--- src/rtl/wavext_pkg.sv ---
package wavext_pkg;
  // ----------------------------------------
  // register offsets
  // ----------------------------------------
  localparam logic [7:0] ADDR_CTRL = 8'h00;
  localparam logic [7:0] ADDR_FDEMASK = 8'h08;
  localparam logic [7:0] ADDR_FDCTRL = 8'h0c;
  localparam logic [7:0] ADDR_STATUS = 8'h10;
  localparam logic [7:0] ADDR_DTBOTH = 8'h18;
  localparam logic [7:0] ADDR_DTBOTHBUF = 8'h1c;
  localparam logic [7:0] ADDR_LOW_SIDE_DEAD_TIME = 8'h20;
  localparam logic [7:0] ADDR_HIGH_SIDE_DEAD_TIME = 8'h24;
  localparam logic [7:0] ADDR_DTLSBUF = 8'h28;
  localparam logic [7:0] ADDR_DTHSBUF = 8'h2c;
  localparam logic [7:0] ADDR_OUTOV = 8'h30;
  localparam logic [7:0] ADDR_PORTDIR = 8'h34;
  localparam logic [7:0] ADDR_LOCK = 8'h38;
  // ----------------------------------------
  // field positions
  // ----------------------------------------
  localparam int CTRL_PGM = 5;
  localparam int CTRL_CWCM = 4;
  localparam int FD_DBD = 4;
  localparam int FD_MODE = 2;
  localparam int ST_FDF = 2;
  localparam int ST_HSV = 1;
  localparam int ST_LSV = 0;
  localparam logic [1:0] FAULT_ACTION_FIELD_NONE = 2'h0;
  localparam logic [1:0] FAULT_ACTION_FIELD_CLEARDIR = 2'h3;
  // ----------------------------------------
  // reset values and responses
  // ----------------------------------------
  localparam logic [7:0] RST_BYTE = 8'h00;
  localparam logic [1:0] RESP_OKAY = 2'h0;
  localparam logic [1:0] RESP_SLVERR = 2'h2;
  localparam int FAULT_LAT_MAX = 2;
  typedef enum logic [1:0] {
    FS_IDLE = 2'b00,
    FS_FAULT = 2'b01,
    FS_WAIT_UPD = 2'b10
  } fault_state_t;
endpackage : wavext_pkg

--- src/rtl/wavext.sv ---
// The register addresses and register access over AXI4-Lite were decided locally.
`timescale 1ns/10ps
module wavext
  import wavext_pkg::*;
(
  // clock and reset
  input wire logic aclk,
  input wire logic aresetn,
  // axi4-lite write
  input wire logic [7:0] s_axi_awaddr,
  input wire logic s_axi_awvalid,
  output logic s_axi_awready,
  input wire logic [31:0] s_axi_wdata,
  input wire logic [3:0] s_axi_wstrb,
  input wire logic s_axi_wvalid,
  output logic s_axi_wready,
  output logic [1:0] s_axi_bresp,
  output logic s_axi_bvalid,
  input wire logic s_axi_bready,
  // axi4-lite read
  input wire logic [7:0] s_axi_araddr,
  input wire logic s_axi_arvalid,
  output logic s_axi_arready,
  output logic [31:0] s_axi_rdata,
  output logic [1:0] s_axi_rresp,
  output logic s_axi_rvalid,
  input wire logic s_axi_rready,
  // timer side
  input wire logic [3:0] waveform_generator,
  input wire logic [3:0] compare_channel_output_enable,
  input wire logic update,
  // events and debug, asynchronous
  input wire logic [7:0] event_in,
  input wire logic debug_break,
  // port
  output logic [7:0] port_out,
  output logic [7:0] port_override,
  output logic [7:0] port_dir,
  output logic timer_error_flag
);
  // ----------------------------------------
  // input synchronisers
  // ----------------------------------------
  logic [8:0] sync1_q;
  logic [8:0] sync2_q;
  always_ff @(posedge aclk) begin
    if (!aresetn) begin
      sync1_q <= 9'h000;
      sync2_q <= 9'h000;
    end else begin
      sync1_q <= {debug_break, event_in};
      sync2_q <= sync1_q;
    end
  end

  // ----------------------------------------
  // registers
  // ----------------------------------------
  logic [7:0] ctrl_q, fdemask_q, fdctrl_q, low_side_dead_time_q, high_side_dead_time_q, dtlsbuf_q, dthsbuf_q;
  logic [7:0] outov_q, dirsw_q;
  logic lock_q, lsv_q, hsv_q, fdf_q, fault_active;
  fault_state_t fst_q;
  logic wr_en;
  logic [7:0] wa_q;
  logic [7:0] wd_q;
  logic aw_got_q, w_got_q;

  // address decode for bus responses
  logic wr_map, rd_map;
  always_comb begin
    case (wa_q)
      ADDR_CTRL, ADDR_FDEMASK, ADDR_FDCTRL, ADDR_STATUS: wr_map = 1'b1;
      ADDR_DTBOTH, ADDR_DTBOTHBUF, ADDR_LOW_SIDE_DEAD_TIME, ADDR_HIGH_SIDE_DEAD_TIME: wr_map = 1'b1;
      ADDR_DTLSBUF, ADDR_DTHSBUF, ADDR_OUTOV, ADDR_PORTDIR, ADDR_LOCK: wr_map = 1'b1;
      default: wr_map = 1'b0;
    endcase
    case (s_axi_araddr)
      ADDR_CTRL, ADDR_FDEMASK, ADDR_FDCTRL, ADDR_STATUS: rd_map = 1'b1;
      ADDR_DTBOTH, ADDR_DTBOTHBUF, ADDR_LOW_SIDE_DEAD_TIME, ADDR_HIGH_SIDE_DEAD_TIME: rd_map = 1'b1;
      ADDR_DTLSBUF, ADDR_DTHSBUF, ADDR_OUTOV, ADDR_PORTDIR, ADDR_LOCK: rd_map = 1'b1;
      default: rd_map = 1'b0;
    endcase
  end

  // write channel: take address and data in either order
  always_ff @(posedge aclk) begin
    if (!aresetn) begin
      aw_got_q <= 1'b0;
      w_got_q <= 1'b0;
      wa_q <= RST_BYTE;
      wd_q <= RST_BYTE;
      s_axi_bvalid <= 1'b0;
      s_axi_bresp <= RESP_OKAY;
    end else begin
      if (s_axi_awvalid && s_axi_awready) begin
        aw_got_q <= 1'b1;
        wa_q <= s_axi_awaddr;
      end
      if (s_axi_wvalid && s_axi_wready) begin
        w_got_q <= 1'b1;
        wd_q <= s_axi_wstrb[0] ? s_axi_wdata[7:0] : RST_BYTE;
      end
      if (wr_en) begin
        aw_got_q <= 1'b0;
        w_got_q <= 1'b0;
        s_axi_bvalid <= 1'b1;
        s_axi_bresp <= wr_map ? RESP_OKAY : RESP_SLVERR;
      end else if (s_axi_bready) begin
        s_axi_bvalid <= 1'b0;
      end
    end
  end
  assign wr_en = aw_got_q && w_got_q && !s_axi_bvalid;
  always_ff @(posedge aclk) begin
    if (!aresetn) begin
      s_axi_awready <= 1'b0;
      s_axi_wready <= 1'b0;
    end else begin
      s_axi_awready <= !aw_got_q && !(s_axi_awvalid && s_axi_awready) && !s_axi_bvalid;
      s_axi_wready <= !w_got_q && !(s_axi_wvalid && s_axi_wready) && !s_axi_bvalid;
    end
  end

  // control registers, only ctrl and fault mask blocked by lock
  always_ff @(posedge aclk) begin
    if (!aresetn) begin
      ctrl_q <= RST_BYTE;
      fdemask_q <= RST_BYTE;
      fdctrl_q <= RST_BYTE;
      lock_q <= 1'b0;
      dirsw_q <= RST_BYTE;
    end else if (wr_en) begin
      if (!lock_q && wa_q == ADDR_CTRL) ctrl_q <= wd_q & 8'h3f;
      if (!lock_q && wa_q == ADDR_FDEMASK) fdemask_q <= wd_q;
      if (wa_q == ADDR_FDCTRL) fdctrl_q <= wd_q & 8'h17;
      if (wa_q == ADDR_LOCK) lock_q <= wd_q[0];
      if (wa_q == ADDR_PORTDIR) dirsw_q <= wd_q;
    end
  end

  // override register: writes blocked by lock or fault
  always_ff @(posedge aclk) begin
    if (!aresetn) begin
      outov_q <= RST_BYTE;
    end else if (wr_en && wa_q == ADDR_OUTOV && !lock_q && !fault_active) begin
      outov_q <= wd_q;
    end
  end

  // double-buffered dead time / pattern
  logic upd_ok;
  assign upd_ok = update;
  always_ff @(posedge aclk) begin
    if (!aresetn) begin
      low_side_dead_time_q <= RST_BYTE;
      high_side_dead_time_q <= RST_BYTE;
      dtlsbuf_q <= RST_BYTE;
      dthsbuf_q <= RST_BYTE;
      lsv_q <= 1'b0;
      hsv_q <= 1'b0;
    end else begin
      if (upd_ok && lsv_q) begin
        low_side_dead_time_q <= dtlsbuf_q;
        lsv_q <= 1'b0;
      end
      if (upd_ok && hsv_q) begin
        high_side_dead_time_q <= dthsbuf_q;
        hsv_q <= 1'b0;
      end
      if (wr_en) begin
        case (wa_q)
          ADDR_DTBOTH: begin
            low_side_dead_time_q <= wd_q;
            high_side_dead_time_q <= wd_q;
          end
          ADDR_LOW_SIDE_DEAD_TIME: low_side_dead_time_q <= wd_q;
          ADDR_HIGH_SIDE_DEAD_TIME: high_side_dead_time_q <= wd_q;
          ADDR_DTBOTHBUF: begin
            dtlsbuf_q <= wd_q;
            dthsbuf_q <= wd_q;
            lsv_q <= 1'b1;
            hsv_q <= 1'b1;
          end
          ADDR_DTLSBUF: begin
            dtlsbuf_q <= wd_q;
            lsv_q <= 1'b1;
          end
          ADDR_DTHSBUF: begin
            dthsbuf_q <= wd_q;
            hsv_q <= 1'b1;
          end
          ADDR_STATUS: begin
            if (wd_q[ST_LSV]) lsv_q <= 1'b0;
            if (wd_q[ST_HSV]) hsv_q <= 1'b0;
          end
          default: begin
          end
        endcase
      end
    end
  end

  // ----------------------------------------
  // fault unit
  // ----------------------------------------
  logic fault_cond;
  logic fd_enabled;
  assign fd_enabled = fdctrl_q[1:0] == FAULT_ACTION_FIELD_CLEARDIR;
  assign fault_cond = fd_enabled && ((|(sync2_q[7:0] & fdemask_q))
    || (sync2_q[8] && !fdctrl_q[FD_DBD]));

  always_ff @(posedge aclk) begin
    if (!aresetn) begin
      fdf_q <= 1'b0;
      timer_error_flag <= 1'b0;
    end else begin
      timer_error_flag <= fault_cond;
      if (fault_cond) begin
        fdf_q <= 1'b1;
      end else if (wr_en && wa_q == ADDR_STATUS && wd_q[ST_FDF]) begin
        fdf_q <= 1'b0;
      end
    end
  end

  always_ff @(posedge aclk) begin
    if (!aresetn) begin
      fst_q <= FS_IDLE;
    end else begin
      case (fst_q)
        FS_IDLE: if (fault_cond) fst_q <= FS_FAULT;
        FS_FAULT: begin
          if (!fault_cond && (fdctrl_q[FD_MODE] || !fdf_q)) fst_q <= FS_WAIT_UPD;
        end
        FS_WAIT_UPD: begin
          if (fault_cond) fst_q <= FS_FAULT;
          else if (update) fst_q <= FS_IDLE;
        end
        default: fst_q <= FS_IDLE;
      endcase
    end
  end
  assign fault_active = fst_q != FS_IDLE;

  // ----------------------------------------
  // dead-time generators
  // ----------------------------------------
  logic [3:0] wg_prev_q;
  logic [7:0] dt_ls_hs;
  logic [3:0] dten;
  logic [7:0] pairmask;
  assign dten = ctrl_q[3:0];
  genvar g;
  generate
    for (g = 0; g < 4; g++) begin : gen_dti
      logic [7:0] cnt_q;
      logic wgin;
      assign wgin = ctrl_q[CTRL_CWCM] ? waveform_generator[0] : waveform_generator[g];
      always_ff @(posedge aclk) begin
        if (!aresetn) begin
          cnt_q <= RST_BYTE;
        end else if (wgin && !wg_prev_q[g]) begin
          cnt_q <= low_side_dead_time_q;
        end else if (!wgin && wg_prev_q[g]) begin
          cnt_q <= high_side_dead_time_q;
        end else if (cnt_q != 8'h00) begin
          cnt_q <= cnt_q - 8'h01;
        end
      end
      always_ff @(posedge aclk) begin
        if (!aresetn) wg_prev_q[g] <= 1'b0;
        else wg_prev_q[g] <= wgin;
      end
      // low side non-inverted, high side inverted, both off while counting
      assign dt_ls_hs[2*g] = (cnt_q == 8'h00) && wgin && wg_prev_q[g];
      assign dt_ls_hs[2*g+1] = (cnt_q == 8'h00) && !wgin && !wg_prev_q[g];
      assign pairmask[2*g +: 2] = {2{dten[g]}};
    end
  endgenerate

  // ----------------------------------------
  // port override and outputs
  // ----------------------------------------
  logic [7:0] out_d, ovr_d, dir_d, chan_en;
  always_comb begin
    chan_en = {compare_channel_output_enable[3], compare_channel_output_enable[3],
               compare_channel_output_enable[2], compare_channel_output_enable[2],
               compare_channel_output_enable[1], compare_channel_output_enable[1],
               compare_channel_output_enable[0], compare_channel_output_enable[0]};
    if (ctrl_q[CTRL_PGM]) begin
      ovr_d = outov_q;
      out_d = outov_q & {8{waveform_generator[0]}};
      out_d = out_d | (~outov_q & low_side_dead_time_q);
      ovr_d = 8'hff;
    end else begin
      ovr_d = (pairmask & outov_q) | (~pairmask & chan_en);
      out_d = dt_ls_hs;
    end
    dir_d = dirsw_q;
    if (fault_active && fd_enabled) dir_d = dirsw_q & ~pairmask;
  end

  always_ff @(posedge aclk) begin
    if (!aresetn) begin
      port_out <= RST_BYTE;
      port_override <= RST_BYTE;
      port_dir <= RST_BYTE;
    end else begin
      port_out <= out_d;
      port_override <= ovr_d;
      port_dir <= (fault_cond && fd_enabled) ? (dirsw_q & ~pairmask) : dir_d;
    end
  end

  // ----------------------------------------
  // read channel
  // ----------------------------------------
  logic [7:0] rd_d;
  always_comb begin
    case (s_axi_araddr)
      ADDR_CTRL: rd_d = ctrl_q;
      ADDR_FDEMASK: rd_d = fdemask_q;
      ADDR_FDCTRL: rd_d = fdctrl_q;
      ADDR_STATUS: rd_d = {5'h00, fdf_q, hsv_q, lsv_q};
      ADDR_LOW_SIDE_DEAD_TIME: rd_d = low_side_dead_time_q;
      ADDR_HIGH_SIDE_DEAD_TIME: rd_d = high_side_dead_time_q;
      ADDR_DTLSBUF: rd_d = dtlsbuf_q;
      ADDR_DTHSBUF: rd_d = dthsbuf_q;
      ADDR_OUTOV: rd_d = outov_q;
      ADDR_PORTDIR: rd_d = dirsw_q;
      ADDR_LOCK: rd_d = {7'h00, lock_q};
      default: rd_d = RST_BYTE;
    endcase
  end
  always_ff @(posedge aclk) begin
    if (!aresetn) begin
      s_axi_arready <= 1'b0;
      s_axi_rvalid <= 1'b0;
      s_axi_rdata <= 32'h0000_0000;
      s_axi_rresp <= RESP_OKAY;
    end else begin
      s_axi_arready <= !s_axi_rvalid && !(s_axi_arvalid && s_axi_arready);
      if (s_axi_arvalid && s_axi_arready) begin
        s_axi_rvalid <= 1'b1;
        s_axi_rdata <= {24'h000000, rd_d};
        s_axi_rresp <= rd_map ? RESP_OKAY : RESP_SLVERR;
      end else if (s_axi_rready) begin
        s_axi_rvalid <= 1'b0;
      end
    end
  end
endmodule : wavext

--- config.mk ---
export PLATFORM = sky130hd
export DESIGN_NAME = wavext
export DESIGN_NICKNAME = d
export VERILOG_FILES = /design/src/rtl/wavext_pkg.sv /design/src/rtl/wavext.sv
export SDC_FILE = /design/constraint.sdc
export NUM_CORES = 1
export LEC_CHECK = 0
export ABC_AREA = 1
export BUFFER_PORTS_ARGS = -buffer_cell sky130_fd_sc_hd__clkbuf_2
export CORE_MARGIN = 2
export CORE_UTILIZATION = 55
export DETAILED_ROUTE_END_ITERATION = 10
export HOLD_SLACK_MARGIN = 0.15
export PLACE_DENSITY = 0.75
export RECOVER_POWER = 25
export SLEW_MARGIN = 5
export SYNTH_ARGS = -nofsm -noshare
export SYNTH_HDL_FRONTEND = slang
export SYNTH_SLANG_ARGS = --single-unit
--- constraint.sdc ---
create_clock -name aclk -period 4.35 [get_ports aclk]
set_clock_uncertainty 0.2 [all_clocks]
set_input_delay 0.435 -clock aclk [delete_from_list [all_inputs] [get_ports aclk]]
set_output_delay 0.435 -clock aclk [all_outputs]
set_load 0.1 [all_outputs]
==> qor.yml, run 1 <==
leakagePower_nw: 4.82
synth_top_area_cell: "dfxtp_1"
h-tree-depth: 4
clkPwrFrac_pct: 33.9
gr-total-overflow: 0
cts_tree: "yes"
synth_seq_cells: 185
ctsResizeCount: 0
ir_drop_v: 0.000301
status: "finished, final reports clean"
rsz0062_at_grt: "no"
top_layer: "met4"
synthTopCellsByArea: "dfxtp_1, nand2_1, o21ai_0, a21oi_1, inv_1"
dr_wl_met2_um: 11000
antenna_left: 0
synth_seq_area_share_pct: 41.3
track_usage_pct: 28.6
fin_crit_ns: 2.52
dp_hpwl_um: 17400
die_h_um: 132
pin_count: 143
start_util_pct: 56.3
drc: 0
wl_met1_um: 10800
seqPwrFrac_pct: 42.3
grt_max_degree: 72
dr_wl_met3_um: 2080
worstPathArrival_ns: 2.64
place_congestion: 0.922
clock_latency_ns: 0.45
synthCells: 1290
fillCellCount: 1446
worstMarginPinSlew_ns: 0.864
switching_share_pct: 33.9
cts_setup_buffers: 0
synth_ff_type: "dfxtp_1"
post_dp_cell_area_um2: 9430
switchingPower_w: 0.00153
antennaDiodeCount: 0
setup-tns-final_ns: 0
vias: 8654
path_class: "flip-flop to flip-flop"
cap_viol_max_count: 0
grt_pass1_vias: 7852
power.internal_w: 0.00300
fin_area_um2: 10300
antenna_found_initial: 0
cts_root_buf: "clkbuf_16"
cts_made_buffers: 17
cts_max_path_buffers: 2
cp.required_ns: 4.46
final_util_pct: 64.9
min_path_type: "input pin to flip-flop"
wl_per_cell_um: 15.3
synth_enable_flop_cells: 0
p_comb_share_pct: 23.9
path_max_fanout: 12
yosys.cell_count.top_type: "nand2_1"
die_area_um2: 17400
grt_pass1_wl_um: 39500
regArea_um2: 3700
wl_um: 24700
fmax_mhz: 396
drv_slew: 0
core-area_um2: 15900
dr.pass1.iters: 6
multi_input_comb_area_um2: 4320
drive_above_1_share_pct: 11.5
setup_viol: 0
power_density_nw_per_um2: 438
syn_area_um2: 8980
synthArstFlopShare_pct: 0
holdBufCountCts: 34
startpoint_type: "flip-flop"
yosys_warnings: 0
areaGrowthSynthToFinish_pct: 15.2
nets: 1486
clk_pin_slew_ns: 0.07
routed_via_density: 5.34
power_w: 0.00453
dr.first_iter.drc_count: 867
synth_cell_type_count: 42
stdcell_count: 1622
crit_path_end_kind: "flip-flop"
synth_top_area_share_pct: 41.3
die_w_um: 132
yosys-top-cells-count: "nand2_1, dfxtp_1, inv_1, o21ai_0, a21oi_1"
hold_violations: 0
relSlewSlack_pct: 42.4
syn_area_per_cell_um2: 6.96
clkSinkCount: 185
port_buffers: 89
rows: 46
dpl.cell_count: 1556
period_share_pct: 58.0
## state kept, by name, summed over array words and instances, names as in the netlist, 2 cells and up, named ones only
| signal | count |
|---|---|
| s_axi_rdata | 8 |
| sync2_q | 9 |
| fst_q | 2 |
| fdctrl_q | 4 |
| dtlsbuf_q | 8 |
| low_side_dead_time_q | 8 |
| wg_prev_q | 4 |
| ctrl_q | 6 |
| port_out | 8 |
| sync1_q | 9 |
| wd_q | 8 |
| dthsbuf_q | 8 |
| wa_q | 8 |
| port_dir | 8 |
| high_side_dead_time_q | 8 |
| dirsw_q | 8 |
| fdemask_q | 8 |
| outov_q | 8 |
| port_override | 8 |
| gen_dti.cnt_q | 32 |
## layer usage
metal,vias up,global-route usage (%)
li1,4340,-
met3,60,4.50
met1,3883,38.9
met4,0,11.3
met2,371,45.9
met5,-,0
## logic make-up after synthesis
kind of cell | count (synthesis) | synth area share [%]
flops | 185 | 41.3
xor+xnor | 8 | 0.781
simple gates | 498 | 23.9
fa+ha+maj | 16 | 2.23
mux | 5 | 0.627
compound gates | 333 | 19.5
other cells | 1 | 0.0418
buf+inv | 244 | 11.6
## cell usage in the layout, fill, tap and decap left out, drive strengths merged, types with 2 or more instances in the layout
cell type and n:
nand2 273, dfxtp 185, inv 181, o21ai 157, a21oi 147, nor2 119
clkbuf 109, nand3 74, dlygate4sd3 34, conb 26, ha 16, nor3 14
o211ai 12, nand4 9, a211oi 9, xor2 6, clkinv 6, mux2 5
or2 4, a22oi 3, a31oi 3, buf 3, xnor2 2, and2 2
nor4 2
## power groups by stage
stage / registers (W) / logic, W / clock network [W]
3_5_place_dp: 0.00195 / 0.00104 / 0
6_report: 0.00192 / 0.00108 / 0.00153
5_1_grt: 0.00193 / 0.00121 / 0.00162
2_1_floorplan: 0.00203 / 0.000761 / 0
3_3_place_gp: 0.00195 / 0.00102 / 0
4_1_cts: 0.00191 / 0.00107 / 0.00154
## critical path, cell delays in order, from the launching register on
cell and delay [ns]:
dfxtp_1 0.35, nand2_1 0.06, nor2_1 0.50, inv_4 0.15
nor2_2 0.16, nand3_1 0.45, o21ai_0 0.44, a21oi_1 0.08
## area by class of cell
cell class              instances  share of cell area (%)
repair buffers                125                    7.77
clock inverters                11                    1.05
inverters                     178                    6.50
flip-flops and latches        185                    35.8
multi-input cells             886                    41.7
clock buffers                  21                    4.55
well taps                     216                    2.61
## worst paths after layout
path | start | endpoint | slack, ns | cells after the start
max reg2reg | aw_got_q | ctrl_q[3] | 1.83 | 7
min reg2reg | sync1_q[4] | sync2_q[4] | 0.21 | 2
min | s_axi_wdata[6] | wd_q[6] | 0.16 | 3
max | aw_got_q | ctrl_q[3] | 1.83 | 7
## per-stage QoR
step                      hold WS [ns]  setup slack, ns
final                            0.158             1.83
after global placement           0.193             1.96
after floorplan                  0.190             2.09
after detailed placement         0.197             1.96
after global routing             0.177             1.63
after CTS                        0.155             1.92
No activity file was read; power rests on OpenSTA's default activity.
==> run 2: changes to the inputs <==
--- a/config.mk
+++ b/config.mk
@@ -8,10 +8,10 @@
 export ABC_AREA = 1
 export BUFFER_PORTS_ARGS = -buffer_cell sky130_fd_sc_hd__clkbuf_2
 export CORE_MARGIN = 2
-export CORE_UTILIZATION = 55
+export CORE_UTILIZATION = 51
 export DETAILED_ROUTE_END_ITERATION = 10
 export HOLD_SLACK_MARGIN = 0.15
-export PLACE_DENSITY = 0.75
+export PLACE_DENSITY = 0.73
 export RECOVER_POWER = 25
 export SLEW_MARGIN = 5
 export SYNTH_ARGS = -nofsm -noshare
==> constraint.sdc (replaced) <==
create_clock -name aclk -period 2.1 [get_ports aclk]
set_clock_uncertainty 0.2 [all_clocks]
set_input_delay 0.21 -clock aclk [delete_from_list [all_inputs] [get_ports aclk]]
set_output_delay 0.21 -clock aclk [all_outputs]
set_load 0.1 [all_outputs]
==> run 2 against run 1 <==
Against the previous run: critical path depth rose by 4; worst hold slack improved by 0.052 ns; register-to-register slack got worse by 1.7 ns; via count rose by 3.4%; design area rose by 5.5%; critical path type is now input pin to flip-flop; total power rose by 110%.
==> qor.yml, run 2 (synthesis results as in run 1) <==
dpl.cell_count: 1581
areaGrowthSynthToFinish_pct: 21.5
crit_path_end_kind: "flip-flop"
core-area_um2: 17200
clk_pin_slew_ns: 0.07
startpoint_type: "input pin"
path_class: "input pin to flip-flop"
final_util_pct: 63.3
ir_drop_v: 0.000633
period_share_pct: 95.9
stdcell_count: 1686
fmax_mhz: 497
fin_crit_ns: 2.01
antennaDiodeCount: 0
largest_reg_flops: 32
antenna_found_initial: 0
grt_max_degree: 85
power_density_nw_per_um2: 863
gr-total-overflow: 0
final_cell_mix: "nand2_1, dfxtp_1, inv_1"
drv_slew: 0
vias: 8944
grt_pass1_vias: 8047
wl_um: 25800
die_h_um: 137
die_area_um2: 18700
track_usage_pct: 28.1
relSlewSlack_pct: 60.2
path_max_fanout: 7
cts_max_path_buffers: 2
h-tree-depth: 4
dr.pass1.iters: 8
cts_tree: "yes"
start_util_pct: 52.1
regMostFlops: "gen_dti.cnt_q"
largest_registers: "gen_dti.cnt_q: 32 flops, sync1_q: 9 flops, sync2_q: 9 flops"
antenna_left: 0
leakagePower_nw: 5.07
routed_via_density: 5.30
dr.first_iter.drc_count: 877
clock_latency_ns: 0.44
drc: 0
cap_viol_max_count: 0
place_congestion: 0.951
worstPathArrival_ns: 2.19
grt_pass1_wl_um: 40100
status: "finished, final reports clean"
cp.required_ns: 2.28
cts_root_buf: "clkbuf_16"
dp_hpwl_um: 17800
setup_viol: 0
nets: 1541
min_path_type: "flip-flop to flip-flop"
final_common_cell: "nand2_1"
clkSinkCount: 185
worstMarginPinSlew_ns: 0.595
hold_violations: 0
drive_above_1_share_pct: 13.1
port_buffers: 89
die_w_um: 137
cts_made_buffers: 17
pin_count: 143
rows: 48
wl_per_cell_um: 15.3
## run 2: power by group
group	leakage (nW)	internal (W)	switching (W)
logic	3.28	0.000763	0.00158
clock network	0.274	0.00160	0.00151
registers	1.51	0.00378	0.000187
## run 2: final cells by class
class	instances	area (um^2)
flip-flops and latches	185	3710
clock inverters	14	126
well taps	225	282
fillers	1511	6330
repair buffers	180	1330
multi-input cells	886	4350
clock buffers	18	439
inverters	178	672
## run 2: path summary, 6_finish.rpt
kind,from,to,slack (ns),depth (start not counted)
setup / recovery,waveform_generator[0],gen_dti[1].cnt_q[5],0.09,11
hold / removal,flip-flop,s_axi_bresp[1],0.21,1
setup reg to reg,ctrl_q[5],port_override[1],0.15,6
hold reg to reg,flip-flop,s_axi_bresp[1],0.21,1
## run 2: per-stage QoR
stage | TNS (ns) | power (W) | hold WS, ns | worst slack (ns) | instance area, um^2
after floorplan | 0 | 0.00579 | 0.103 | 0.0871 | 9070
after global placement | 0 | 0.00618 | 0.191 | 0.148 | 9590
after detailed placement | 0 | 0.00622 | 0.193 | 0.106 | 9590
after CTS | 0 | 0.00940 | 0.212 | 0.0305 | 10900
after global routing | -0.150 | 0.00990 | 0.220 | -0.0506 | 10900
final | 0 | 0.00941 | 0.210 | 0.0860 | 10900
## run 2: metal layers
metal,vias up,global-route usage [%],wire [um]
li1,4460,-,-
met1,4021,37.6,11000
met2,388,43.8,11500
met3,75,6.11,2270
met4,0,11.8,967
met5,-,0,0
## run 2: what timing repair did
action                                  in CTS  in global routing
endpoints found under the setup margin       0                 23
resized for setup                            0                 12
setup buffers                                0                  0
hold buffers                                73                  0
endpoints found under the hold margin      102                  0
## run 2: worst max-delay path, cell delays in order
cell	delay (ns)
dlygate4sd3_1	0.53
clkbuf_2	0.16
nand2_1	0.10
inv_1	0.09
a21oi_2	0.20
inv_1	0.10
ha_2	0.33
nand2_2	0.10
inv_1	0.14
a21oi_1	0.06
a21oi_1	0.15
==> run 3: changes to the inputs <==
--- a/config.mk
+++ b/config.mk
@@ -5,14 +5,15 @@
 export SDC_FILE = /design/constraint.sdc
 export NUM_CORES = 1
 export LEC_CHECK = 0
-export ABC_AREA = 1
 export BUFFER_PORTS_ARGS = -buffer_cell sky130_fd_sc_hd__clkbuf_2
 export CORE_MARGIN = 2
 export CORE_UTILIZATION = 51
+export CTS_CLUSTER_DIAMETER = 40
 export DETAILED_ROUTE_END_ITERATION = 10
 export HOLD_SLACK_MARGIN = 0.15
 export PLACE_DENSITY = 0.73
 export RECOVER_POWER = 25
+export SETUP_SLACK_MARGIN = 0.1
 export SLEW_MARGIN = 5
 export SYNTH_ARGS = -nofsm -noshare
 export SYNTH_HDL_FRONTEND = slang
==> run 3 against run 2 <==
Against the previous run: the run now ends with setup timing left; combinational power hardly changed; worst setup slack worse by 0.24 ns; die area is 1.8% lower; utilization is 3.5 points higher; sequential share of layout area is 1.5 points lower; critical path depth is 6 lower; design area is 4.8% higher; synthesized area is 1.9% lower; synthesized cell count is 20% lower; via count is 5.2% lower; sequential power hardly changed; highest routed layer unchanged; final cell count is 13% lower.
==> qor.yml, run 3 <==
status: "finished with violations"
synth_cell_type_count: 65
core-area_um2: 17100
largest_registers: "gen_dti.cnt_q: 32 flops, sync1_q: 9 flops, sync2_q: 9 flops"
synth_enable_flop_cells: 0
leakagePower_nw: 4.79
ff2ff_path_depth: 5
final_common_cell: "dfxtp_1"
pin_count: 143
antennaDiodeCount: 0
die_h_um: 135
reg2reg_slack_ns: -0.15
areaGrowthSynthToFinish_pct: 29.8
worstMarginPinSlew_ns: 0.742
critical_path.endpoint: "fdctrl_q[4]"
startpoint: "wa_q[0]"
synth_top_area_share_pct: 42.1
grt_pass1_vias: 7999
cap_viol_max_count: 0
clk_pin_slew_ns: 0.07
setup_slack_ns: -0.150
fin_crit_ns: 2.25
routed_via_density: 5.78
r2r_start: "wa_q[0]"
violations: "setup timing"
power_density_nw_per_um2: 833
synth_ff_type: "dfxtp_1"
fin_area_um2: 11400
final_util_pct: 66.8
place_congestion: 0.956
ir_drop_v: 0.000554
start_util_pct: 51.5
yosys.cell_count.top_type: "dfxtp_1"
drv_slew: 0
cts_max_path_buffers: 2
rsz0062_at_grt: "yes"
crit_path_end_kind: "flip-flop"
h-tree-depth: 4
largest_reg_flops: 32
regMostFlops: "gen_dti.cnt_q"
rows: 48
power_w: 0.00953
port_buffers: 89
drc: 0
synth_seq_cells: 185
clkSinkCount: 185
gr-total-overflow: 0
r2r_end: "fdctrl_q[4]"
wl_per_cell_um: 18.9
synth_seq_area_share_pct: 42.1
hold_violations: 0
die_area_um2: 18300
cts_made_buffers: 17
syn_area_um2: 8810
pre_cts_ws_ns: -0.167
worstPathArrival_ns: 2.37
grt_max_degree: 69
synth_top_area_cell: "dfxtp_1"
min_path_type: "input pin to flip-flop"
period_share_pct: 107
wl_um: 27600
path_max_fanout: 5
dr.pass1.iters: 7
cts_tree: "yes"
relSlewSlack_pct: 50.6
cts_root_buf: "clkbuf_16"
startpoint_type: "flip-flop"
yosys-top-cells-count: "dfxtp_1, nor2_1, nand2_1, mux2i_1, a21oi_1"
vias: 8476
die_w_um: 135
antenna_found_initial: 0
cp.required_ns: 2.22
synthArstFlopShare_pct: 0
synthTopCellsByArea: "dfxtp_1, mux2i_1, nor2_1, nand2_1, a21oi_1"
nets: 1321
dr.first_iter.drc_count: 659
setup_viol: 46
grt_pass1_wl_um: 42200
drive_above_1_share_pct: 22.7
dp_hpwl_um: 18500
synthCells: 1028
fmax_mhz: 444
post_dp_cell_area_um2: 9970
final_cell_mix: "dfxtp_1, nor2_1, nand2_1"
path_class: "flip-flop to flip-flop"
clock_latency_ns: 0.44
yosys_warnings: 0
track_usage_pct: 29.9
syn_area_per_cell_um2: 8.57
antenna_left: 0
[run 3: cell count changes in the layout (fill, tap and decap cells not counted), sizes merged, moves of 74 or more]
cell / change
nand2: -167
buf: +74
o21ai: -118
inv: -139
a21oi: -82
mux2i: +76
[run 3: cells by family (layout without fill, tap and decap cells)]
family	after synthesis	in the layout	share of synthesized area [%]
other cells	1	26	0.0426
compound gates	197	197	15.1
flops	185	185	42.1
buf+inv	125	313	6.59
xor+xnor	20	20	1.99
simple gates	392	392	20.9
fa+ha+maj	16	16	2.27
mux	92	92	11.1
[run 3: per-layer routing]
| metal | vias to the layer above | part of all wire (%) | track usage [%] |
|---|---|---|---|
| met5 | - | 0 | 0 |
| met4 | 0 | 4.0 | 14.4 |
| met3 | 86 | 8.2 | 6.17 |
| met2 | 411 | 48 | 49.7 |
| met1 | 4029 | 40 | 37.1 |
| li1 | 3950 | - | - |
[run 3: area by class of cell]
| cell class | count | area, um^2 |
|---|---|---|
| clock inverters | 14 | 154 |
| well taps | 225 | 282 |
| multi-input cells | 743 | 4810 |
| fillers | 1312 | 5680 |
| flip-flops and latches | 185 | 3710 |
| inverters | 38 | 144 |
| clock buffers | 18 | 450 |
| repair buffers | 243 | 1880 |
[run 3: what timing repair did]
action                                  in CTS  in global routing
endpoints found under the hold margin       76                  2
hold buffers                                59                  1
gates cloned                                 2                  0
pin swaps                                    5                 10
setup buffers                                4                  0
resized for setup                           35                 25
endpoints found under the setup margin      72                 88
[run 3: how the worst min path moves through the flow]
stage / start / endpoint / cells past startpoint
floorplan: event_in[0] / sync1_q[0] / 1
global placement: sync1_q[4] / sync2_q[4] / 1
detailed placement: sync1_q[0] / sync2_q[0] / 1
CTS: waveform_generator[0] / port_out[7] / 5
global route: waveform_generator[0] / port_out[2] / 6
finish: waveform_generator[0] / port_out[2] / 6
[run 3: report_power, final]
part	total (W)	switching [W]	leakage, nW	internal, W
sequential	0.00394	0.000216	1.51	0.00373
combinational	0.00232	0.00139	2.98	0.000925
clock	0.00327	0.00151	0.296	0.00176
total	0.00953	0.00312	4.79	0.00641
[run 3: metrics by stage]
step	cells	hold WS, ns	TNS [ns]
after floorplan	1053	0.137	-1.06
after global placement	1369	0.215	-1.87
after detailed placement	1369	0.217	-3.28
after CTS	1466	0.162	-1.97
after global routing	1466	0.221	-5.27
final	1466	0.173	-2.52
[run 3: critical path, cell delays in order, from the launching register on]
cell     delay, ns
dfxtp_2       0.32
or4_4         0.53
or2_4         0.28
or4_4         0.54
mux2i_1       0.20
nor2_1        0.07
